File: src/core/csf_pkg.sv
package csf_pkg;

  // ----------------------------------------------------------------
  // register map (apb byte addresses)
  // ----------------------------------------------------------------
  localparam logic [7:0] CSF_ADDR_SPREG = 8'h00;
  localparam logic [7:0] CSF_ADDR_CTRL = 8'h04;
  localparam logic [7:0] CSF_ADDR_TOS = 8'h08;
  localparam logic [7:0] CSF_ADDR_SHADOW = 8'h0c;
  localparam logic [7:0] CSF_ADDR_PC = 8'h10;
  localparam logic [7:0] CSF_ADDR_INSTR = 8'h14;

  // ----------------------------------------------------------------
  // field positions and sizes
  // ----------------------------------------------------------------
  localparam int CSF_FULL_BIT = 7;
  localparam int CSF_UNF_BIT = 6;
  localparam int CSF_SP_W = 5;
  localparam int CSF_PC_W = 21;
  localparam int CSF_DEPTH = 31;
  localparam int CSF_CTRL_RSTEN_BIT = 0;
  localparam logic [4:0] CSF_SP_RESET = 5'h00;
  localparam logic [4:0] CSF_SP_MAX = 5'h1f;
  localparam logic [20:0] CSF_PC_RESET = 21'h00000;
  localparam logic [20:0] CSF_PC_STEP = 21'h00002;
  localparam logic CSF_RSTEN_RESET = 1'b1;

  // ----------------------------------------------------------------
  // instruction-cycle phases
  // ----------------------------------------------------------------
  typedef enum logic [3:0] {
    CSF_Q1 = 4'b0001,
    CSF_Q2 = 4'b0010,
    CSF_Q3 = 4'b0100,
    CSF_Q4 = 4'b1000
  } csf_phase_t;

  // ----------------------------------------------------------------
  // flow command from the executing instruction
  // ----------------------------------------------------------------
  typedef enum logic [2:0] {
    CSF_OP_NONE = 3'h0,
    CSF_OP_CALL = 3'h1,
    CSF_OP_RET = 3'h2,
    CSF_OP_GOTO = 3'h3,
    CSF_OP_BRANCH = 3'h4,
    CSF_OP_RETINT = 3'h5,
    CSF_OP_INT = 3'h6,
    CSF_OP_PCADD = 3'h7
  } csf_op_t;

  typedef struct packed {
    logic [7:0] status;
    logic [7:0] work;
    logic [3:0] bank;
  } csf_ctx_t;

  typedef struct packed {
    csf_op_t op;
    logic fast;
    logic [19:0] target;
    logic [10:0] offset;
    logic [7:0] pc_add;
  } csf_cmd_t;

endpackage : csf_pkg

File: src/core/csf_core.sv
// Operation
// - eight-bit pointer register, full, underflow, zero bit
// - five-bit pointer field, read/write, resets zero
// - full flag set when stack fills
// - underflow on empty pop; flags sticky
// - error reset enabled: flag and device reset on the same edge
// - error reset disabled: flag only
// - one-deep hidden shadow of status, w, bank
// - every interrupt vectoring saves shadow
// - fast interrupt return restores shadow
// - nested interrupt overwrites single shadow level
// - fast call saves, fast return restores
// - core clock divided into four phases
// - pc increments phase one, instruction loads phase four
// - operand read phase two, write phase four
// - fetch overlaps; pc change flushes fetched word
// - pc steps by two, bit zero reads zero
// - absolute targets load pc bits 20:1
// - branch offsets count words, not bytes
// - table reads byte address, one byte each
// - push increments then writes; pop reads then decrements
// - 31 entries of 21 bits; zero unbacked
// - empty pop returns zero, pointer stays zero
// - no overwrite or advance beyond 31
`timescale 1ns/1ns
`default_nettype none
module csf_core #(
  parameter int DEPTH = csf_pkg::CSF_DEPTH
) (
  // clock and reset
  input wire logic CLK,
  input wire logic NRST,
  // apb slave
  input wire logic PSEL,
  input wire logic PENABLE,
  input wire logic PWRITE,
  input wire logic [7:0] PADDR,
  input wire logic [31:0] PWDATA,
  output logic [31:0] PRDATA,
  output logic PREADY,
  output logic PSLVERR,
  // program memory fetch
  output logic [20:0] PM_ADDR,
  output logic PM_REQ,
  input wire logic [15:0] PM_WORD,
  input wire logic [7:0] PM_BYTE,
  // table read
  input wire logic TBL_REQ,
  input wire logic [20:0] TBL_PTR,
  output logic [7:0] TBL_LATCH,
  // execution side
  input wire csf_pkg::csf_cmd_t CMD,
  input wire csf_pkg::csf_ctx_t CTX,
  output csf_pkg::csf_ctx_t CTX_RESTORE,
  output logic CTX_LOAD,
  output logic [15:0] INSTR_WORD,
  output logic FLUSH,
  output logic [3:0] PHASE,
  output logic DM_RD,
  output logic DM_WR,
  output logic DEV_RESET
);
  import csf_pkg::*;

  // ----------------------------------------------------------------
  // reset release
  // ----------------------------------------------------------------
  logic rst_meta_q;
  logic rst_sync_q;
  logic rst_n;
  always_ff @(posedge CLK or negedge NRST) begin
    if (!NRST) begin
      rst_meta_q <= 1'b0;
      rst_sync_q <= 1'b0;
    end else begin
      rst_meta_q <= 1'b1;
      rst_sync_q <= rst_meta_q;
    end
  end
  assign rst_n = rst_sync_q;

  // ----------------------------------------------------------------
  // phase generator
  // ----------------------------------------------------------------
  csf_phase_t phase_q;
  always_ff @(posedge CLK or negedge rst_n) begin
    if (!rst_n) begin
      phase_q <= CSF_Q1;
    end else begin
      unique case (phase_q)
        CSF_Q1: phase_q <= CSF_Q2;
        CSF_Q2: phase_q <= CSF_Q3;
        CSF_Q3: phase_q <= CSF_Q4;
        CSF_Q4: phase_q <= CSF_Q1;
        default: phase_q <= CSF_Q1;
      endcase
    end
  end

  // ----------------------------------------------------------------
  // apb decode
  // ----------------------------------------------------------------
  logic apb_wr;
  logic apb_rd;
  logic sp_wr;
  assign apb_wr = PSEL && PENABLE && PWRITE;
  assign apb_rd = PSEL && PENABLE && !PWRITE;
  assign sp_wr = apb_wr && (PADDR == CSF_ADDR_SPREG);

  // ----------------------------------------------------------------
  // control register
  // ----------------------------------------------------------------
  logic rsten_q;
  always_ff @(posedge CLK or negedge rst_n) begin
    if (!rst_n) begin
      rsten_q <= CSF_RSTEN_RESET;
    end else if (apb_wr && PADDR == CSF_ADDR_CTRL) begin
      rsten_q <= PWDATA[CSF_CTRL_RSTEN_BIT];
    end
  end

  // ----------------------------------------------------------------
  // flow decode, acted on at the end of q4
  // ----------------------------------------------------------------
  logic exec_now;
  logic do_push;
  logic do_pop;
  logic do_save;
  logic do_restore;
  logic is_int;
  assign exec_now = (phase_q == CSF_Q4);
  assign is_int = (CMD.op == CSF_OP_INT);
  assign do_push = exec_now && (CMD.op == CSF_OP_CALL || is_int);
  assign do_pop = exec_now && (CMD.op == CSF_OP_RET || CMD.op == CSF_OP_RETINT);
  assign do_save = exec_now && (is_int || (CMD.op == CSF_OP_CALL && CMD.fast));
  assign do_restore = do_pop && CMD.fast;

  // ----------------------------------------------------------------
  // return stack pointer and flags
  // ----------------------------------------------------------------
  logic [4:0] sp_q;
  logic full_q;
  logic unf_q;
  logic [20:0] stack_q [1:DEPTH];
  logic push_ok;
  logic push_fills;
  logic pop_empty;
  logic stack_err;
  logic [20:0] tos;
  logic [20:0] pc_q;
  assign push_ok = do_push && (sp_q < 5'(DEPTH));
  assign push_fills = do_push && (sp_q >= 5'(DEPTH - 1));
  assign pop_empty = do_pop && (sp_q == CSF_SP_RESET);
  assign stack_err = rsten_q && (push_fills || pop_empty);
  assign tos = (sp_q == CSF_SP_RESET) ? CSF_PC_RESET : stack_q[sp_q];

  always_ff @(posedge CLK or negedge rst_n) begin
    if (!rst_n) begin
      sp_q <= CSF_SP_RESET;
    end else if (sp_wr) begin
      sp_q <= PWDATA[CSF_SP_W-1:0];
    end else if (stack_err) begin
      sp_q <= CSF_SP_RESET;
    end else if (push_ok) begin
      sp_q <= sp_q + 5'h01;
    end else if (do_pop && !pop_empty) begin
      sp_q <= sp_q - 5'h01;
    end
  end

  // flags survive the stack error reset; set wins over software clear
  always_ff @(posedge CLK or negedge rst_n) begin
    if (!rst_n) begin
      full_q <= 1'b0;
      unf_q <= 1'b0;
    end else begin
      if (push_fills) begin
        full_q <= 1'b1;
      end else if (sp_wr && !PWDATA[CSF_FULL_BIT]) begin
        full_q <= 1'b0;
      end
      if (pop_empty) begin
        unf_q <= 1'b1;
      end else if (sp_wr && !PWDATA[CSF_UNF_BIT]) begin
        unf_q <= 1'b0;
      end
    end
  end

  genvar gi;
  generate
    for (gi = 1; gi <= DEPTH; gi++) begin : g_stack
      always_ff @(posedge CLK or negedge rst_n) begin
        if (!rst_n) begin
          stack_q[gi] <= CSF_PC_RESET;
        end else if (push_ok && !stack_err && sp_q == 5'(gi - 1)) begin
          stack_q[gi] <= pc_q;
        end else if (apb_wr && PADDR == CSF_ADDR_TOS && sp_q == 5'(gi)) begin
          stack_q[gi] <= PWDATA[CSF_PC_W-1:0] & ~CSF_PC_RESET;
        end
      end
    end
  endgenerate

  always_ff @(posedge CLK or negedge rst_n) begin
    if (!rst_n) begin
      DEV_RESET <= 1'b0;
    end else begin
      DEV_RESET <= stack_err;
    end
  end

  // ----------------------------------------------------------------
  // shadow register stack
  // ----------------------------------------------------------------
  csf_ctx_t shadow_q;
  always_ff @(posedge CLK or negedge rst_n) begin
    if (!rst_n) begin
      shadow_q <= '0;
    end else if (do_save) begin
      shadow_q <= CTX;
    end
  end

  always_ff @(posedge CLK or negedge rst_n) begin
    if (!rst_n) begin
      CTX_RESTORE <= '0;
      CTX_LOAD <= 1'b0;
    end else begin
      CTX_RESTORE <= shadow_q;
      CTX_LOAD <= do_restore;
    end
  end

  // ----------------------------------------------------------------
  // program counter
  // ----------------------------------------------------------------
  logic [20:0] pc_d;
  logic pc_jump;
  logic [20:0] br_bytes;
  assign br_bytes = {{9{CMD.offset[10]}}, CMD.offset, 1'b0};
  always_comb begin
    pc_jump = 1'b0;
    pc_d = pc_q;
    if (phase_q == CSF_Q1) begin
      pc_d = pc_q + CSF_PC_STEP;
    end else if (exec_now && !stack_err) begin
      unique case (CMD.op)
        CSF_OP_CALL, CSF_OP_GOTO: begin
          pc_d = {CMD.target, 1'b0};
          pc_jump = 1'b1;
        end
        CSF_OP_BRANCH: begin
          pc_d = pc_q + br_bytes;
          pc_jump = 1'b1;
        end
        CSF_OP_RET, CSF_OP_RETINT: begin
          pc_d = tos;
          pc_jump = 1'b1;
        end
        CSF_OP_INT: begin
          pc_d = {CMD.target, 1'b0};
          pc_jump = 1'b1;
        end
        CSF_OP_PCADD: begin
          pc_d = {pc_q[20:8], pc_q[7:0] + CMD.pc_add};
          pc_jump = 1'b1;
        end
        CSF_OP_NONE: pc_d = pc_q;
      endcase
    end
    pc_d[0] = 1'b0;
  end

  always_ff @(posedge CLK or negedge rst_n) begin
    if (!rst_n) begin
      pc_q <= CSF_PC_RESET;
    end else if (stack_err) begin
      pc_q <= CSF_PC_RESET;
    end else begin
      pc_q <= pc_d;
    end
  end

  // ----------------------------------------------------------------
  // fetch, flush and data strobes
  // ----------------------------------------------------------------
  logic flush_q;
  always_ff @(posedge CLK or negedge rst_n) begin
    if (!rst_n) begin
      INSTR_WORD <= 16'h0000;
      flush_q <= 1'b0;
      FLUSH <= 1'b0;
    end else begin
      if (exec_now) begin
        INSTR_WORD <= (pc_jump || flush_q) ? 16'h0000 : PM_WORD;
        flush_q <= pc_jump;
      end
      FLUSH <= exec_now && pc_jump;
    end
  end

  always_ff @(posedge CLK or negedge rst_n) begin
    if (!rst_n) begin
      PM_ADDR <= CSF_PC_RESET;
      PM_REQ <= 1'b0;
      DM_RD <= 1'b0;
      DM_WR <= 1'b0;
      PHASE <= 4'h1;
    end else begin
      PM_ADDR <= pc_q;
      PM_REQ <= (phase_q == CSF_Q3);
      DM_RD <= (phase_q == CSF_Q2);
      DM_WR <= (phase_q == CSF_Q4);
      PHASE <= phase_q;
    end
  end

  // ----------------------------------------------------------------
  // table read
  // ----------------------------------------------------------------
  always_ff @(posedge CLK or negedge rst_n) begin
    if (!rst_n) begin
      TBL_LATCH <= 8'h00;
    end else if (TBL_REQ) begin
      TBL_LATCH <= PM_BYTE;
    end
  end

  // ----------------------------------------------------------------
  // apb read data
  // ----------------------------------------------------------------
  logic [31:0] rd_d;
  logic rd_err;
  always_comb begin
    rd_d = 32'h00000000;
    rd_err = 1'b0;
    unique case (PADDR)
      CSF_ADDR_SPREG: rd_d = {24'h000000, full_q, unf_q, 1'b0, sp_q};
      CSF_ADDR_CTRL: rd_d = {31'h00000000, rsten_q};
      CSF_ADDR_TOS: rd_d = {11'h000, tos};
      CSF_ADDR_PC: rd_d = {11'h000, pc_q};
      CSF_ADDR_INSTR: rd_d = {16'h0000, INSTR_WORD};
      default: rd_err = 1'b1;
    endcase
  end

  always_ff @(posedge CLK or negedge rst_n) begin
    if (!rst_n) begin
      PRDATA <= 32'h00000000;
      PREADY <= 1'b0;
      PSLVERR <= 1'b0;
    end else begin
      PREADY <= PSEL && !PENABLE;
      PSLVERR <= PSEL && !PENABLE && rd_err;
      if (PSEL && !PENABLE && !PWRITE) begin
        PRDATA <= rd_d;
      end
    end
  end

endmodule : csf_core
`default_nettype wire

File: config.mk
export PLATFORM = sky130hd
export DESIGN_NAME = csf_core
export DESIGN_NICKNAME = d
export VERILOG_FILES = /design/src/core/csf_pkg.sv /design/src/core/csf_core.sv
export SDC_FILE = /design/constraint.sdc
export NUM_CORES = 2
export LEC_CHECK = 0
export BUFFER_PORTS_ARGS = -buffer_cell sky130_fd_sc_hd__clkbuf_2
export CAP_MARGIN = 20
export CORE_MARGIN = 4
export CORE_UTILIZATION = 65
export CTS_CLUSTER_SIZE = 25
export DETAILED_ROUTE_END_ITERATION = 8
export PLACE_DENSITY_LB_ADDON = 0.25
export SYNTH_ARGS = -nofsm -noshare
export SYNTH_HDL_FRONTEND = slang
export SYNTH_SLANG_ARGS = --single-unit
File: constraint.sdc
create_clock -name CLK -period 51.6 [get_ports CLK]
set_input_delay 5.16 -clock CLK [delete_from_list [all_inputs] [get_ports CLK]]
set_output_delay 5.16 -clock CLK [all_outputs]
set_load 0.01 [all_outputs]
==> flow_summary.ini <==
[status]
outcome = finished, violations left
violations = DRC

[clock_tree]
clock-sinks = 802
cts_setup_buffers = 0
cts_hold_buf = 0
cts_resized = 0
clk_latency_ns = 0.66
cts_tree = built
clock_path_buffers = 3
cts-buffers-inserted = 85
root_buffer = clkbuf_16
path_clk_slew_ns = 0.07
cts-htree-levels = 3

[sta]
finalHoldViolCount = 0
finalMaxSlewViolations = 0
fmax_mhz = 118
rsz0062_at_grt = false
fin_setup_tns_ns = 0
slew_headroom_pct = 19.8
finalCritPeriodShare_pct = 16.5
timing.hold.ws_ns = 0.349
min_period_ns = 8.50
skew_ns = 0.0302
setup_violations = 0
setup_ws_ns = 43.10
tightestPinTransition_ns = 1.20

[pwr]
p_int_w = 0.00140
p_seq_share_pct = 38.1
power_switching_w = 0.000814
pwr_density_cell_nw_per_um2 = 46.3
swShare_pct = 36.8
p_clk_share_pct = 29.8
max-vdd-ir-drop_mv = 0.0298
p_leak_nw = 23.4
comb_power_share_pct = 32.1

[logic_synthesis]
yosysTopAreaCell = dfrtp_1
synth_edf_count = 0
syn_area_um2 = 43300
synth_cell_types = 80
synth_async_sr_flop_share_pct = 100
ys_ff_latch = 802
ys.flop_type = dfrtp_1
synth_cells = 4332
yosys.area.top_type_share_pct = 46.1
yosys_warnings = 0
seq_area_frac_synth_pct = 46.3
synth_area_leaders = dfrtp_1 (46%), mux2i_1 (13%), mux4_2 (7.8%)
synth_area_per_cell_um2 = 10.0

[layout]
drive_gt1_share_pct = 16.7
layout.nets = 4492
final_area_um2 = 47700
n_fill_cell = 4720
diodes = 0
area_delta_synth_final_pct = 10.1

[routing]
route.final.wire_length_um = 142000
drc = 1
avgRoutedWirePerCell_um = 27.0
drtIter0Drc = 4954
firstDrtPassIters = 9
num_vias = 35900
post_drt_via_cell_ratio = 6.86
final_antenna_net_count = 0

[floorplan]
die_h_um = 266
dieArea_um2 = 70900
rows = 94
core_area_um2 = 65900
start_util_pct = 65.8
ios = 263
die_x_um = 266

[setup_path]
crit_path_end_kind = flip-flop
critPathKind = in2reg
cp.arrival_ns = 9.02
critPathMaxFanout = 27
crit_path_start_kind = input pin
rr_startpoint = sp_q[0]
cp_data_required_time_ns = 52.12
startpoint = PADDR[2]

[grt]
grt_start_max_net_pins = 172
overflow = 0
grt_pass1_wl_um = 213000
antenna_found_initial = 2
grt_pass1_vias = 35700
gr-usage-all-layers_pct = 39.3

[hold_path]
hp-start = rst_meta_q
hp-class = reg2reg

[placement]
place_congestion = 1.01
dpl_cell_area_um2 = 44700
port-buffer-count = 217
dp_hpwl_um = 85600
place_ws_ns = 42.55

[job]
cap_violations = 0
==> stage by stage <==
step | instances | total power, W | util (%)
4_1_cts | 5235 | 0.00218 | 72.4
6_report | 5236 | 0.00221 | 72.4
2_1_floorplan | 4343 | 0.00129 | -
5_1_grt | 5236 | 0.00229 | 72.4
3_3_place_gp | 5079 | 0.00151 | 67.9
3_5_place_dp | 5079 | 0.00153 | 67.9
==> flip-flops by register name, indices dropped and copies added, names as in the netlist, 4 cells and up <==
name	count
PM_ADDR	20
sp_q	5
shadow_q	20
stack_q	651
TBL_LATCH	8
PRDATA	21
pc_q	20
INSTR_WORD	16
PHASE	4
phase_q	4
CTX_RESTORE	20
==> synthesized netlist by cell type, drive strengths merged (15+ instances only) <==
cell	count
clkbuf	325
xnor2	15
nor2	423
mux2	48
nand3	51
ha	33
mux2i	578
o22ai	18
a21o	20
mux4	150
nor3	32
a22oi	138
buf	134
dfrtp	799
a21oi	374
a31oi	18
o21ai	307
nand2	593
inv	32
a221oi	20
a22o	19
==> logic make-up after synthesis <==
logic type / count (synthesis) / synth area share (%)
buffers and inverters: 492 / 4.64
DFF: 802 / 46.3
xor gates and xnor gates: 22 / 0.445
AOI/OAI and AO/OA: 1018 / 13.9
muxes: 776 / 22.4
adders and majority gates: 35 / 1.05
other: 2 / 0.0173
and+or+nand+nor: 1185 / 11.2
==> final timing paths <==
path	to	slack, ns	depth (start not counted)
max in group asynchronous	rst_n	47.19	1
setup / recovery	stack_q[419]	43.10	9
hold / removal	rst_n	0.35	0
hold reg to reg	rst_n	0.35	0
setup reg to reg	pc_q[13]	46.43	9
min in group asynchronous	TBL_LATCH[4]	0.39	0
==> cell type report <==
cell class	instances	area [um^2]	area share, %
Inverter	33	124	0.260
Sequential cell	802	20100	42.1
Timing Repair Buffer	332	1990	4.17
Multi-Input combinational cell	3049	21400	44.9
Clock buffer	122	2520	5.28
Tap cell	864	1080	2.27
Clock inverter	34	484	1.01
==> layout by cell type, fill, tap and decap left out, types with 15 or more instances in the layout <==
master / Yosys / final
a22o_1: 19 / 19
mux2i_1: 578 / 578
o21ai_0: 305 / 305
a22oi_1: 138 / 138
a31oi_1: 18 / 17
nand2_1: 593 / 593
a221oi_1: 20 / 20
inv_1: 31 / 30
nor2_2: 3 / 20
a21o_1: 20 / 20
a21oi_1: 374 / 374
o22ai_1: 18 / 18
nor2_1: 420 / 399
dfrtp_1: 799 / 793
mux2_2: 48 / 48
clkbuf_16: 0 / 88
nand3_1: 51 / 51
clkbuf_1: 325 / 15
mux4_2: 150 / 150
clkbuf_8: 0 / 19
xnor2_1: 15 / 15
ha_1: 33 / 33
clkbuf_2: 0 / 217
buf_4: 13 / 111
nor3_1: 30 / 24
==> routing by layer <==
metal	vias to the layer above	track usage (%)	wire length (um)
met5	-	0	18
met4	4	24.5	9730
met3	489	10.4	17300
met2	2465	59.6	63700
met1	17600	51.0	50800
li1	15300	-	-
==> power by group through the flow <==
stage	Combinational, W	Sequential (W)	Clock [W]
final	0.000708	0.000843	0.000659
after global routing	0.000743	0.000852	0.000690
after CTS	0.000686	0.000838	0.000661
after detailed placement	0.000681	0.000847	0
after global placement	0.000669	0.000841	0
after floorplan	0.000474	0.000816	0
==> critical path, cell delays in order <==
cell and delay (ns):
clkbuf_2 0.42, or3b_1 0.58, or3_1 0.58, or2_1 0.56, nor3_2 0.87, buf_4 0.35, nor2_2 0.22, nand2_1 0.17
nand2_1 0.07
Note: power is estimated with default switching activity, not from simulation.
